$ cat config.mk
export PLATFORM = sky130hd
export DESIGN_NAME = ism_source_map
export DESIGN_NICKNAME = d
export VERILOG_FILES = /design/src/design/ism_pkg.sv /design/src/design/ism_slot_mem.sv /design/src/design/ism_source_map.sv
export SDC_FILE = /design/constraint.sdc
export NUM_CORES = 1
export LEC_CHECK = 0
export CAP_MARGIN = 10
export CELL_PAD_IN_SITES_DETAIL_PLACEMENT = 1
export CELL_PAD_IN_SITES_GLOBAL_PLACEMENT = 1
export CORE_AREA = 5 5 195 197
export CTS_CLUSTER_SIZE = 40
export DETAILED_ROUTE_END_ITERATION = 12
export DIE_AREA = 0 0 200 202
export DONT_BUFFER_PORTS = 1
export GPL_ROUTABILITY_DRIVEN = 0
export PLACE_DENSITY = 0.77
export REMOVE_ABC_BUFFERS = 1
export SLEW_MARGIN = 20
export SYNTH_ARGS = -nofsm -noshare
export SYNTH_HDL_FRONTEND = slang
export SYNTH_SLANG_ARGS = --single-unit
$ cat constraint.sdc
create_clock -name pclk -period 3.2 [get_ports pclk]
set_input_delay 0.48 -clock pclk [delete_from_list [all_inputs] [get_ports pclk]]
set_output_delay 0.48 -clock pclk [all_outputs]
set_load 0.02 [all_outputs]
$ cat src/design/ism_pkg.sv
// Package for the interrupt source map: channel numbers, register map and flag carriers
package ism_pkg;

  // ==========================================================
  // Channel numbering
  localparam int ISM_NUM_CHAN = 28;
  localparam int ISM_CHAN_W = 5;
  localparam int ISM_CH_WDOG = 0;
  localparam int ISM_CH_SOFT = 1;
  localparam int ISM_CH_DBG_RX = 2;
  localparam int ISM_CH_DBG_TX = 3;
  localparam int ISM_CH_TMR0 = 4;
  localparam int ISM_CH_TMR1 = 5;
  localparam int ISM_CH_UART0 = 6;
  localparam int ISM_CH_UART1 = 7;
  localparam int ISM_CH_PWM = 8;
  localparam int ISM_CH_I2C = 9;
  localparam int ISM_CH_SPI0 = 10;
  localparam int ISM_CH_SPI1 = 11;
  localparam int ISM_CH_PLL = 12;
  localparam int ISM_CH_RTC = 13;
  localparam int ISM_CH_EXT0 = 14;
  localparam int ISM_CH_ADC = 18;
  localparam int ISM_CH_ACCF = 19;
  localparam int ISM_CH_CAN1 = 20;
  localparam int ISM_CH_CAN_HI = 24;
  localparam int ISM_NUM_EXT = 4;
  localparam int ISM_NUM_CAN = 4;
  localparam int ISM_NUM_CAN_LO = 2;

  // ==========================================================
  // Vectored slots
  localparam int ISM_NUM_SLOT = 16;
  localparam int ISM_SLOT_W = 4;
  localparam int ISM_SLOT_EN_BIT = 5;
  localparam int ISM_SLOT_DW = 6;

  // ==========================================================
  // Register map, byte addresses
  localparam int ISM_AW = 8;
  localparam logic [7:0] ISM_OFF_RAW_REQ = 8'h00;
  localparam logic [7:0] ISM_OFF_SOFT_REQ = 8'h04;
  localparam logic [7:0] ISM_OFF_CONFIG = 8'h08;
  localparam logic [7:0] ISM_OFF_FIQ_SEL = 8'h0c;
  localparam logic [7:0] ISM_OFF_EVT_STATUS = 8'h10;
  localparam logic [7:0] ISM_OFF_EVT_MASK = 8'h14;
  localparam logic [7:0] ISM_OFF_ACTIVE = 8'h18;
  localparam logic [7:0] ISM_OFF_SLOT_BASE = 8'h40;
  localparam logic [7:0] ISM_SLOT_SPAN_MASK = 8'hc0;
  localparam int ISM_SLOT_IDX_LSB = 2;
  localparam int ISM_CFG_FOUR_CAN_BIT = 0;
  localparam int ISM_ACT_VALID_BIT = 9;
  localparam logic [27:0] ISM_RST_MASK = 28'h0000000;
  localparam logic [31:0] ISM_RD_ZERO = 32'h00000000;

  // ==========================================================
  // Flag carriers, one group per peripheral
  typedef struct packed {
    logic [3:0] match_flag;
    logic [3:0] capture_flag;
  } ism_timer_flags_t;

  typedef struct packed {
    logic rx_line_status_flag;
    logic tx_holding_empty_flag;
    logic rx_data_avail_flag;
    logic char_timeout_flag;
    logic modem_status_flag;
  } ism_uart_flags_t;

  typedef struct packed {
    logic spi_transfer_done;
    logic spi_mode_fault;
  } ism_spi_flags_t;

  typedef struct packed {
    logic ssp_tx_raw_flag;
    logic ssp_rx_raw_flag;
    logic ssp_rx_timeout_raw;
    logic ssp_rx_overrun_raw;
  } ism_ssp_flags_t;

  typedef struct packed {
    logic tx_irq;
    logic rx_irq;
  } ism_can_flags_t;

  typedef struct packed {
    logic watchdog_irq_flag;
    logic debug_comm_receive;
    logic debug_comm_transmit;
    ism_timer_flags_t tmr0;
    ism_timer_flags_t tmr1;
    ism_uart_flags_t uart0;
    ism_uart_flags_t uart1;
    logic [6:0] pwm_match_flag;
    logic i2c_state_flag;
    ism_spi_flags_t spi0;
    ism_spi_flags_t spi1;
    ism_ssp_flags_t sync_serial_port;
    logic pll_locked_flag;
    logic clock_count_incr_flag;
    logic clock_alarm_flag;
    logic [3:0] ext_irq;
    logic adc_irq;
    logic [3:0] accept_filter_flag;
    ism_can_flags_t [3:0] can;
  } ism_flags_t;

endpackage : ism_pkg

$ cat src/design/ism_slot_mem.sv
// Storage for the sixteen vectored slot entries with a registered read port
`timescale 1ns/1ps

module ism_slot_mem (
  input wire logic pclk,
  input wire logic presetn,
  input wire logic wr_en,
  input wire logic [ism_pkg::ISM_SLOT_W-1:0] wr_idx,
  input wire logic [ism_pkg::ISM_SLOT_DW-1:0] wr_data,
  input wire logic [ism_pkg::ISM_SLOT_W-1:0] rd_idx,
  output logic [ism_pkg::ISM_SLOT_DW-1:0] rd_data,
  output logic [ism_pkg::ISM_NUM_SLOT*ism_pkg::ISM_SLOT_DW-1:0] slots_flat
);

  // ==========================================================
  // Slot array
  logic [ism_pkg::ISM_SLOT_DW-1:0] slot_reg [ism_pkg::ISM_NUM_SLOT];
  logic [ism_pkg::ISM_SLOT_DW-1:0] rd_data_reg;

  // Entries are flops, not RAM, because the priority logic scans all of them at once
  always_ff @(posedge pclk or negedge presetn) begin
    if (!presetn) begin
      for (int i = 0; i < ism_pkg::ISM_NUM_SLOT; i++) begin
        slot_reg[i] <= '0;
      end
    end else if (wr_en) begin
      slot_reg[wr_idx] <= wr_data;
    end
  end

  // Read data leaves through a register
  always_ff @(posedge pclk or negedge presetn) begin
    if (!presetn) begin
      rd_data_reg <= '0;
    end else begin
      rd_data_reg <= slot_reg[rd_idx];
    end
  end

  assign rd_data = rd_data_reg;

  // Flattened view for the parallel priority scan
  genvar g;
  generate
    for (g = 0; g < ism_pkg::ISM_NUM_SLOT; g++) begin : g_flat
      assign slots_flat[g*ism_pkg::ISM_SLOT_DW +: ism_pkg::ISM_SLOT_DW] = slot_reg[g];
    end
  endgenerate

endmodule : ism_slot_mem

$ cat src/design/ism_source_map.sv
// Interrupt source map: peripheral flags to controller channels, with classification
//
// Implementation choices: the APB slave port and the address map.
`timescale 1ns/1ps

module ism_source_map (
  input wire logic pclk,
  input wire logic presetn,
  input wire logic psel,
  input wire logic penable,
  input wire logic pwrite,
  input wire logic [31:0] paddr,
  input wire logic [31:0] pwdata,
  output logic [31:0] prdata,
  output logic pready,
  output logic pslverr,
  input wire ism_pkg::ism_flags_t flags,
  output logic [ism_pkg::ISM_NUM_CHAN-1:0] chan_req,
  output logic fiq_req,
  output logic irq_req,
  output logic vect_valid,
  output logic [ism_pkg::ISM_SLOT_W-1:0] vect_slot,
  output logic evt_irq
);

  localparam int NC = ism_pkg::ISM_NUM_CHAN;
  localparam int NS = ism_pkg::ISM_NUM_SLOT;
  localparam int DW = ism_pkg::ISM_SLOT_DW;

  // ==========================================================
  // Helper functions
  function automatic logic addr_hit(input logic [31:0] a, input logic [7:0] off);
    addr_hit = (a[ism_pkg::ISM_AW-1:0] == off) && (a[31:ism_pkg::ISM_AW] == '0);
  endfunction : addr_hit

  function automatic logic [NC-1:0] widen(input logic [31:0] d);
    widen = d[NC-1:0];
  endfunction : widen

  // ==========================================================
  // Registers
  logic soft_req_reg;
  logic four_can_reg;
  logic [NC-1:0] fiq_sel_reg;
  logic [NC-1:0] evt_status_reg;
  logic [NC-1:0] evt_status_next;
  logic [NC-1:0] evt_mask_reg;
  logic [NC-1:0] chan_req_reg;
  logic fiq_req_reg;
  logic irq_req_reg;
  logic vect_valid_reg;
  logic [ism_pkg::ISM_SLOT_W-1:0] vect_slot_reg;
  logic [ism_pkg::ISM_CHAN_W-1:0] vect_chan_reg;
  logic evt_irq_reg;
  logic [31:0] prdata_reg;
  logic pready_reg;
  logic pslverr_reg;

  // ==========================================================
  // Channel formation
  logic [NC-1:0] chan_raw;

  // Each channel but the soft request, UART0 and the upper CAN pairs is a plain OR of its source flags; the SPI1 channel also takes the sync serial port
  assign chan_raw[ism_pkg::ISM_CH_WDOG] = flags.watchdog_irq_flag;
  assign chan_raw[ism_pkg::ISM_CH_SOFT] = soft_req_reg;
  assign chan_raw[ism_pkg::ISM_CH_DBG_RX] = flags.debug_comm_receive;
  assign chan_raw[ism_pkg::ISM_CH_DBG_TX] = flags.debug_comm_transmit;
  assign chan_raw[ism_pkg::ISM_CH_TMR0] = |flags.tmr0;
  assign chan_raw[ism_pkg::ISM_CH_TMR1] = |flags.tmr1;
  // Port 0 has no modem lines, so its modem flag input is ignored
  assign chan_raw[ism_pkg::ISM_CH_UART0] = flags.uart0.rx_line_status_flag
      | flags.uart0.tx_holding_empty_flag | flags.uart0.rx_data_avail_flag
      | flags.uart0.char_timeout_flag;
  assign chan_raw[ism_pkg::ISM_CH_UART1] = |flags.uart1;
  assign chan_raw[ism_pkg::ISM_CH_PWM] = |flags.pwm_match_flag;
  assign chan_raw[ism_pkg::ISM_CH_I2C] = flags.i2c_state_flag;
  assign chan_raw[ism_pkg::ISM_CH_SPI0] = |flags.spi0;
  assign chan_raw[ism_pkg::ISM_CH_SPI1] = (|flags.spi1) | (|flags.sync_serial_port);
  assign chan_raw[ism_pkg::ISM_CH_PLL] = flags.pll_locked_flag;
  assign chan_raw[ism_pkg::ISM_CH_RTC] = flags.clock_count_incr_flag
      | flags.clock_alarm_flag;
  assign chan_raw[ism_pkg::ISM_CH_ADC] = flags.adc_irq;
  assign chan_raw[ism_pkg::ISM_CH_ACCF] = |flags.accept_filter_flag;

  // External inputs and CAN pairs; the upper two controllers exist only when enabled
  genvar g;
  generate
    for (g = 0; g < ism_pkg::ISM_NUM_EXT; g++) begin : g_ext
      assign chan_raw[ism_pkg::ISM_CH_EXT0 + g] = flags.ext_irq[g];
    end
    for (g = 0; g < ism_pkg::ISM_NUM_CAN; g++) begin : g_can
      if (g < ism_pkg::ISM_NUM_CAN_LO) begin : g_lo
        assign chan_raw[ism_pkg::ISM_CH_CAN1 + 2*g] = flags.can[g].tx_irq;
        assign chan_raw[ism_pkg::ISM_CH_CAN1 + 2*g + 1] = flags.can[g].rx_irq;
      end else begin : g_hi
        assign chan_raw[ism_pkg::ISM_CH_CAN1 + 2*g] = four_can_reg
            & flags.can[g].tx_irq;
        assign chan_raw[ism_pkg::ISM_CH_CAN1 + 2*g + 1] = four_can_reg
            & flags.can[g].rx_irq;
      end
    end
  endgenerate

  // ==========================================================
  // Classification
  logic [NS*DW-1:0] slots_flat;
  logic [DW-1:0] slot_rd_data;
  logic [NC-1:0] fiq_lines;
  logic [NC-1:0] irq_lines;
  logic hit_any;
  logic [ism_pkg::ISM_SLOT_W-1:0] hit_slot;
  logic [ism_pkg::ISM_CHAN_W-1:0] hit_chan;

  // Fast lines are those marked in the select mask; the rest go to the normal request
  assign fiq_lines = chan_req_reg & fiq_sel_reg;
  assign irq_lines = chan_req_reg & ~fiq_sel_reg;

  // Scan from the highest slot down, so the lowest-numbered requesting slot wins when several are requesting
  always_comb begin
    logic [DW-1:0] ent;
    ent = '0;
    hit_any = 1'b0;
    hit_slot = '0;
    hit_chan = '0;
    for (int i = NS - 1; i >= 0; i--) begin
      ent = slots_flat[i*DW +: DW];
      // Channel codes past the last channel never match
      if (ent[ism_pkg::ISM_SLOT_EN_BIT] && (ent[ism_pkg::ISM_CHAN_W-1:0] < NC)
          && irq_lines[ent[ism_pkg::ISM_CHAN_W-1:0]]) begin
        hit_any = 1'b1;
        hit_slot = ism_pkg::ISM_SLOT_W'(i);
        hit_chan = ent[ism_pkg::ISM_CHAN_W-1:0];
      end
    end
  end

  // ==========================================================
  // Bus decode
  logic setup_ph;
  logic acc_done;
  logic wr_done;
  logic rd_done;
  logic hit_raw;
  logic hit_soft;
  logic hit_cfg;
  logic hit_fiq;
  logic hit_stat;
  logic hit_mask;
  logic hit_act;
  logic hit_slot_reg;
  logic mapped;
  logic [31:0] rd_mux;

  // One wait state: pready rises on the first access edge, the transfer ends on the next
  assign setup_ph = psel & ~penable;
  assign acc_done = psel & penable & pready_reg;
  assign wr_done = acc_done & pwrite & ~pslverr_reg;
  assign rd_done = acc_done & ~pwrite & ~pslverr_reg;
  assign hit_raw = addr_hit(paddr, ism_pkg::ISM_OFF_RAW_REQ);
  assign hit_soft = addr_hit(paddr, ism_pkg::ISM_OFF_SOFT_REQ);
  assign hit_cfg = addr_hit(paddr, ism_pkg::ISM_OFF_CONFIG);
  assign hit_fiq = addr_hit(paddr, ism_pkg::ISM_OFF_FIQ_SEL);
  assign hit_stat = addr_hit(paddr, ism_pkg::ISM_OFF_EVT_STATUS);
  assign hit_mask = addr_hit(paddr, ism_pkg::ISM_OFF_EVT_MASK);
  assign hit_act = addr_hit(paddr, ism_pkg::ISM_OFF_ACTIVE);
  assign hit_slot_reg = ((paddr[ism_pkg::ISM_AW-1:0] & ism_pkg::ISM_SLOT_SPAN_MASK)
      == ism_pkg::ISM_OFF_SLOT_BASE) && (paddr[31:ism_pkg::ISM_AW] == '0)
      && (paddr[1:0] == 2'h0);
  assign mapped = hit_raw | hit_soft | hit_cfg | hit_fiq | hit_stat | hit_mask
      | hit_act | hit_slot_reg;

  // Read selection; slot data comes from the memory's registered port
  always_comb begin
    rd_mux = ism_pkg::ISM_RD_ZERO;
    if (hit_raw) begin
      rd_mux[NC-1:0] = chan_req_reg;
    end else if (hit_soft) begin
      rd_mux[ism_pkg::ISM_CH_SOFT] = soft_req_reg;
    end else if (hit_cfg) begin
      rd_mux[ism_pkg::ISM_CFG_FOUR_CAN_BIT] = four_can_reg;
    end else if (hit_fiq) begin
      rd_mux[NC-1:0] = fiq_sel_reg;
    end else if (hit_stat) begin
      rd_mux[NC-1:0] = evt_status_reg;
    end else if (hit_mask) begin
      rd_mux[NC-1:0] = evt_mask_reg;
    end else if (hit_act) begin
      rd_mux[ism_pkg::ISM_ACT_VALID_BIT] = vect_valid_reg;
      rd_mux[ism_pkg::ISM_CHAN_W +: ism_pkg::ISM_SLOT_W] = vect_slot_reg;
      rd_mux[ism_pkg::ISM_CHAN_W-1:0] = vect_chan_reg;
    end else if (hit_slot_reg) begin
      rd_mux[DW-1:0] = slot_rd_data;
    end
  end

  ism_slot_mem u_slots (
    .pclk(pclk),
    .presetn(presetn),
    .wr_en(wr_done & hit_slot_reg),
    .wr_idx(paddr[ism_pkg::ISM_SLOT_IDX_LSB +: ism_pkg::ISM_SLOT_W]),
    .wr_data(pwdata[DW-1:0]),
    .rd_idx(paddr[ism_pkg::ISM_SLOT_IDX_LSB +: ism_pkg::ISM_SLOT_W]),
    .rd_data(slot_rd_data),
    .slots_flat(slots_flat)
  );

  // ==========================================================
  // Bus answer
  always_ff @(posedge pclk or negedge presetn) begin
    if (!presetn) begin
      pready_reg <= 1'b0;
      pslverr_reg <= 1'b0;
      prdata_reg <= ism_pkg::ISM_RD_ZERO;
    end else begin
      pready_reg <= psel & penable & ~pready_reg;
      if (setup_ph) begin
        pslverr_reg <= ~mapped;
      end
      if (psel & penable & ~pready_reg) begin
        prdata_reg <= pwrite ? ism_pkg::ISM_RD_ZERO : rd_mux;
      end
    end
  end

  // ==========================================================
  // Control registers
  always_ff @(posedge pclk or negedge presetn) begin
    if (!presetn) begin
      soft_req_reg <= 1'b0;
      four_can_reg <= 1'b0;
      fiq_sel_reg <= '0;
      evt_mask_reg <= ism_pkg::ISM_RST_MASK;
    end else if (wr_done) begin
      if (hit_soft) soft_req_reg <= pwdata[ism_pkg::ISM_CH_SOFT];
      if (hit_cfg) four_can_reg <= pwdata[ism_pkg::ISM_CFG_FOUR_CAN_BIT];
      if (hit_fiq) fiq_sel_reg <= widen(pwdata);
      if (hit_mask) evt_mask_reg <= widen(pwdata);
    end
  end

  // ==========================================================
  // Event status: a rising channel sets its bit; a new event beats a read clear
  // A read clears only the bits it returned, so an event after the capture survives
  assign evt_status_next = (evt_status_reg
      & ~((rd_done & hit_stat) ? prdata_reg[NC-1:0] : '0)) | (chan_raw & ~chan_req_reg);

  always_ff @(posedge pclk or negedge presetn) begin
    if (!presetn) begin
      evt_status_reg <= '0;
      evt_irq_reg <= 1'b0;
    end else begin
      evt_status_reg <= evt_status_next;
      evt_irq_reg <= |(evt_status_next & evt_mask_reg);
    end
  end

  // ==========================================================
  // Request outputs: channels one flop stage after the flags, class and vector outputs two
  // The extra cycle keeps every output glitch free at the cost of one clock latency
  always_ff @(posedge pclk or negedge presetn) begin
    if (!presetn) begin
      chan_req_reg <= '0;
      fiq_req_reg <= 1'b0;
      irq_req_reg <= 1'b0;
      vect_valid_reg <= 1'b0;
      vect_slot_reg <= '0;
      vect_chan_reg <= '0;
    end else begin
      chan_req_reg <= chan_raw;
      fiq_req_reg <= |fiq_lines;
      irq_req_reg <= |irq_lines;
      vect_valid_reg <= hit_any;
      vect_slot_reg <= hit_slot;
      vect_chan_reg <= hit_chan;
    end
  end

  assign chan_req = chan_req_reg;
  assign fiq_req = fiq_req_reg;
  assign irq_req = irq_req_reg;
  assign vect_valid = vect_valid_reg;
  assign vect_slot = vect_slot_reg;
  assign evt_irq = evt_irq_reg;
  assign prdata = prdata_reg;
  assign pready = pready_reg;
  assign pslverr = pslverr_reg;

endmodule : ism_source_map

# Word level (Yosys, flattened, before mapping)
# Cells that the tools add are included.
[totals]
reg_bits = 263
inputBits = 134
out_inout_bits = 70
[classes]
n_lt_le_gt_ge = 34
eq_ne = 7
muxes = 101
bitwise = 41
n_reduce_logical = 60
[op_table]
columns = ["operator", "n"]
rows = [
  ["$and A28 B28 Y28", 5],
  ["$mux W28", 5],
  ["$bwmux W96", 1],
  ["$lt A5 B6 Y1 const B", 16],
  ["$not A28 Y28", 3],
  ["$reduce_or A28 Y1", 3],
  ["$bmux W1 S5", 16],
  ["$lt A5 B5 Y1 const B", 16],
  ["$mux W5", 16],
  ["$mux W4", 17],
  ["$logic_and A1 B1 Y1", 42],
  ["$mux W1", 35],
  ["$mux W6", 5],
  ["$or A28 B28 Y28", 1],
  ["$mux W27", 1],
  ["$mux W26", 1],
  ["$bmux W6 S4", 1],
  ["$demux W6 S4", 1],
  ["$eq A8 B5 Y1 const B", 3],
  ["$logic_not A24 Y1", 1],
  ["$mux W18", 1],
  ["$eq A8 B4 Y1 const B", 2],
  ["$reduce_or A8 Y1", 2],
  ["$and A1 B1 Y1", 14],
  ["other kinds (15)", 35],
]

# Depth between registers and ports, before layout
[logic_depth]
word_depth = 21
mapped_depth = 12
mapped_depth_nobuf = 9

# Modules after synthesis
# Synthesis repeated with hierarchy kept, for this count alone.
[hier_totals]
cells_unflattened = 1521
hier_area_um2 = 16930.0
[modules_own_cells]
columns = ["module", "n_inst", "cells_per_inst", "area_per_inst_um2"]
rows = [
  ["ism_source_map", 1, 1235, 12395.6],
  ["ism_slot_mem", 1, 286, 4534.3],
]

# Least setup slack after synthesis
# OpenSTA, ideal clock, no wires.
[synth_timing]
kind = "reg2reg"
start = "register chan_req_reg[15], in the netlist chan_req[15]"
end = "register vect_chan_reg[3] (netlist name)"
setup_time_ps = 73
arrival_time_ps = 3317
required_time_ps = 3127
slack_ps = -190
path_stages_with_launch = 12
period_less_slack_ps = 3390
path_cell_list = "dfrtp_1 nor2b_1 buf_6 mux4_2 mux4_2 or2_1 and3_1 buf_6 or4_1 a211o_1 a211o_1 a21oi_2"
[synth_via]
elab_chain_cells = 20
[synth_lines]
columns = ["item", "line_no", "source"]
rows = [
  ["start: declaration", "ism_source_map.sv:48", "logic [NC-1:0] chan_req_reg;"],
  ["start signal: assignment", "ism_source_map.sv:269", "chan_req_reg <= chan_raw;"],
  ["$and A28 B28 Y28 *", "ism_source_map.sv:116", "assign irq_lines = chan_req_reg & ~fiq_sel_reg;"],
  ["$bmux W1 S5", "ism_source_map.sv:129", "&& irq_lines[ent[ism_pkg::ISM_CHAN_W-1:0]]) begin"],
  ["$mux W1 (not written as such)", "ism_source_map.sv:129", ""],
  ["$logic_and A1 B1 Y1", "ism_source_map.sv:129", ""],
  ["$mux W5 (15 in series)", "ism_source_map.sv:128", "if (ent[ism_pkg::ISM_SLOT_EN_BIT] && (ent[ism_pkg::ISM_CHAN_W-1:0] < NC)"],
  ["$mux W5 *", "ism_source_map.sv:128", ""],
  ["named net hit_chan, one bit", "ism_source_map.sv:112", "logic [ism_pkg::ISM_CHAN_W-1:0] hit_chan;"],
  ["end signal: assignment", "ism_source_map.sv:274", "vect_chan_reg <= hit_chan;"],
  ["end: declaration", "ism_source_map.sv:53", "logic [ism_pkg::ISM_CHAN_W-1:0] vect_chan_reg;"],
]
# Mark *: on every way through the listed nets, which the timed path passes. The rest lies on a longest branch. The select of a mux whose other input is x is not followed.
# A chain may end at the register's enable or synchronous reset.

# Worst setup path after layout
[layout_timing]
start = "register fiq_sel_reg[13]"
end = "register vect_chan_reg[3] (netlist name)"
[layout_via]
elab_chain_cells = 21
[layout_lines]
columns = ["item", "line_no", "source"]
rows = [
  ["start: declaration", "ism_source_map.sv:44", "logic [NC-1:0] fiq_sel_reg;"],
  ["start signal: assignment", "ism_source_map.sv:236", "if (hit_fiq) fiq_sel_reg <= widen(pwdata);"],
  ["$not A28 Y28 *", "ism_source_map.sv:116", ""],
  ["$and A28 B28 Y28 *", "ism_source_map.sv:116", ""],
  ["$bmux W1 S5", "ism_source_map.sv:129", ""],
  ["$mux W1 (not written as such)", "ism_source_map.sv:129", ""],
  ["$logic_and A1 B1 Y1", "ism_source_map.sv:129", ""],
  ["$mux W5 (15 in series)", "ism_source_map.sv:128", ""],
  ["$mux W5 *", "ism_source_map.sv:128", ""],
  ["named net hit_chan, one bit", "ism_source_map.sv:112", ""],
]
# Marked as above.

==> summary.md <==
| Metric | Value |
|---|---|
| Number of cell rows | `70` |
| Unrepaired setup endpoints after global routing | `true` |
| Number of hold violations in the final report | `259` |
| Total negative slack for setup checks | `-1.05 ns` |
| Slowest-stage cell, CP | `sky130_fd_sc_hd__mux4_2` |
| Detailed-route vias per instance | `7.47` |
| Worst supply voltage drop on vdd | `0.393 mV` |
| Initial Utilization | `46.5%` |
| Non-filler cells, final | `2,156` |
| Maximum number of buffers from clock root to sink | `3` |
| Asr flop ratio synth | `100%` |
| CP max FO | `8` |
| Routed wire length | `76.1 mm` |
| Top library cells by usage in the layout, fill and taps aside | `254 x sky130_fd_sc_hd__dfrtp_1, 215 x sky130_fd_sc_hd__buf_4, 139 x sky130_fd_sc_hd__mux2_2` |
| Worst flop-to-flop path startpoint | `fiq_sel_reg[13]$_DFFE_PN0P_` |
| Number of distinct library cells after synthesis | `77` |
| Tightest hold margin | `-0.419 ns` |
| Global-route wire length before repair | `110 mm` |
| Failing checks | `negative hold slack, negative setup slack` |
| Most frequently used flop master after synthesis | `sky130_fd_sc_hd__dfrtp_1` |
| Worst setup slack after layout | `-0.267 ns` |
| Kind of capture point of the worst setup path | `register` |
| Final-stage net count | `1,801` |
| Via count of the first global-routing pass | `16,800` |
| Syn avg cell area | `11.2 um2` |
| Skew-Pair Late Insertion Delay | `0.59 ns` |
| Worst EP required | `3.71 ns` |
| Post-detailed-route DRC marker count | `0` |
| Number of clock buffers inserted by TritonCTS | `30` |
| Classification of the worst-slack hold path | `input pin to asynchronous set/reset pin` |
| Post-synthesis cell count | `1,495` |
| Period utilization | `108%` |
| Utilization of the core after routing | `56.2%` |
| Total iterations of the first detailed-routing run | `11` |
| Cell Area, Placed | `18,700 um2` |
| Worst setup slack before clock tree synthesis | `-0.270 ns` |
| Count of input and output buffers | `0` |
| Core Region | `36,100 um2` |
| H-tree depth reported by CTS | `1` |
| Setup skew after layout | `0.0196 ns` |
| Die height | `202 um` |
| CTS tree | `built` |
| Die width | `200 um` |
| Final worst path period need | `3.47 ns` |
| Crit path DAT | `3.97 ns` |
| Max-capacitance violation count | `0` |
| Count of final setup violators | `6` |
| Worst max-slew margin expressed relative to the limit | `43.9%` |
| Tightest Pin Transition | `0.842 ns` |
| Delay of the slowest critical-path stage | `0.51 ns` |
| Final count of pins violating max slew | `0` |
| Root buf cell | `sky130_fd_sc_hd__clkbuf_16` |
| Dominant delay contributor by cell family on the critical path | `compound AO/OA/AOI/OAI gates` |
| Half-perimeter wire length after placement | `51.4 mm` |
| Number of DRC markers in iteration 0 | `2,227` |
| Number of placed I/O pins | `204` |
| P&R area growth vs syn | `20.7%` |
| Total Power | `7.16 mW` |
| Share of layout cells above drive strength 1 | `37.5%` |
| Max FFs per register | `96` |
| Total global routing overflow | `0` |
| Total of fill cells in the finished design | `3,729` |
| Syn Std Cell Area | `16,800 um2` |
| Pleak | `8.68 nW` |
| Antenna-violating nets left | `0` |
| Ordered list of cells on the worst path | `and2b_1, buf_4, mux4_2, a22o_1, o211ai_1, nand2b_4, buf_4, or4_1, a211o_1, a211o_1, a21oi_2` |
| Post-CTS clock slew at the launch and capture registers of the worst setup and hold paths | `0.06 ns` |
| Critical setup path kind | `register to register` |
| Pin count of the biggest net entering global routing | `260` |
| Final Instance Area | `20,300 um2` |
| Bufs and invs on worst path | `2` |
| Total die area | `40,400 um2` |
| Number of synthesized flops with an enable pin | `0` |
| Global-route usage over all layers | `36.1%` |
| Number of sinks on the clock net | `259` |
| Ys Warns | `0` |
| CP Launch Point | `fiq_sel_reg[13]$_DFFE_PN0P_` |
| Ratio of total power to cell area | `353 nW/um2` |
| Flip-flop and latch count after synthesis | `259` |
| Wirelength per Cell | `35.3 um` |
| Achievable Freq | `288 MHz` |
| Number of cells in the design after placement | `2,077` |
| Count of hold buffers inserted by post-cts repair | `14` |
| DR vias | `16,100` |
| Most frequent standard cell in the layout excluding fill and tap cells | `sky130_fd_sc_hd__dfrtp_1` |
| Outcome | `complete, but fails checks` |
| Type of origin of the critical path | `register` |
| Proportion of synthesized chip area in sequential cells | `38.6%` |
| Initial antenna violation count | `1` |
path summary, 6_finish.rpt:
path / slack [ns] / depth (start not counted) / endpoint
worst max-delay path: -0.27 / 11 / vect_chan_reg[3]$_DFF_PN0_
worst min-delay path: -0.42 / 0 / evt_status_reg[27]$_DFF_PN0_
worst max register to register: -0.27 / 11 / vect_chan_reg[3]$_DFF_PN0_
worst min register to register: 0.52 / 2 / evt_status_reg[22]$_DFF_PN0_
max in group asynchronous: 3.28 / 0 / u_slots.slots_flat[6]$_DFFE_PN0P_
min in group pclk: 0.01 / 2 / chan_req[19]$_DFF_PN0_
Yosys cell counts (all sizes together) (22+ instances only):
| cell type | instances | area share (%) |
|---|---|---|
| nor2 | 49 | 1.1 |
| dfrtp | 259 | 39 |
| nand2b | 37 | 1.4 |
| mux2 | 157 | 11 |
| mux4 | 135 | 18 |
| clkbuf | 91 | 2.0 |
| o21ai | 71 | 2.1 |
| nor2b | 37 | 1.4 |
| nand3 | 29 | 0.86 |
| a221oi | 34 | 1.8 |
| a22o | 29 | 1.5 |
| nand2 | 139 | 3.1 |
| inv | 66 | 1.5 |
| a21oi | 26 | 0.80 |
| mux2i | 28 | 1.7 |
| nor3 | 22 | 0.66 |
final cells by class:
| type | count | area (um2) | area share (%) |
|---|---|---|---|
| tap | 468 | 586 | 2.89 |
| antenna | 2 | 5.00 | 0.0247 |
| inverter | 67 | 254 | 1.25 |
| clock inverter | 9 | 77.6 | 0.383 |
| clock buffer | 42 | 877 | 4.33 |
| multi-input combinational | 1060 | 9940 | 49.0 |
| sequential | 259 | 6490 | 32.0 |
| timing repair buffer | 249 | 2040 | 10.1 |
logic make-up (layout without fill, tap and decap cells):
group                  after synthesis  after routing  synth area share (%)
DFF                                259            259                  38.6
muxes                              320            320                  30.3
other                                1              6                0.0223
buffers and inverters              179            367                  4.23
AOI/OAI and AO/OA                  310            310                  13.6
and+or+nand+nor                    426            426                  13.2
report_power, final:
part	leakage [nW]	switching, mW	internal (mW)
logic	4.81	0.251	0.187
registers	3.39	0.0147	3.29
clock network	0.477	1.44	1.97
worst reg2reg max path, stage by stage, from the launching register on:
cell,delay (ns)
sky130_fd_sc_hd__dfrtp_1,0.35
sky130_fd_sc_hd__and2b_1,0.20
sky130_fd_sc_hd__buf_4,0.20
sky130_fd_sc_hd__mux4_2,0.52
sky130_fd_sc_hd__a22o_1,0.28
sky130_fd_sc_hd__o211ai_1,0.34
sky130_fd_sc_hd__nand2b_4,0.10
sky130_fd_sc_hd__buf_4,0.18
sky130_fd_sc_hd__or4_1,0.47
sky130_fd_sc_hd__a211o_1,0.26
sky130_fd_sc_hd__a211o_1,0.36
sky130_fd_sc_hd__a21oi_2,0.13
repair_timing:
action | CTS | global route
setup buffers | 6 | 6
gates resized for setup | 41 | 43
endpoints found under the setup margin | 9 | 9
hold endpoints to repair | 273 | 259
pin swaps | 7 | 20
layer usage:
metal	routed length [um]	share of wire, %	global-route usage (%)
met3	9420	12	9.75
met2	34200	45	55.1
met5	0	0	0
met1	26600	35	46.3
met4	5940	7.8	20.2
No activity file was read; power rests on OpenSTA's default activity.
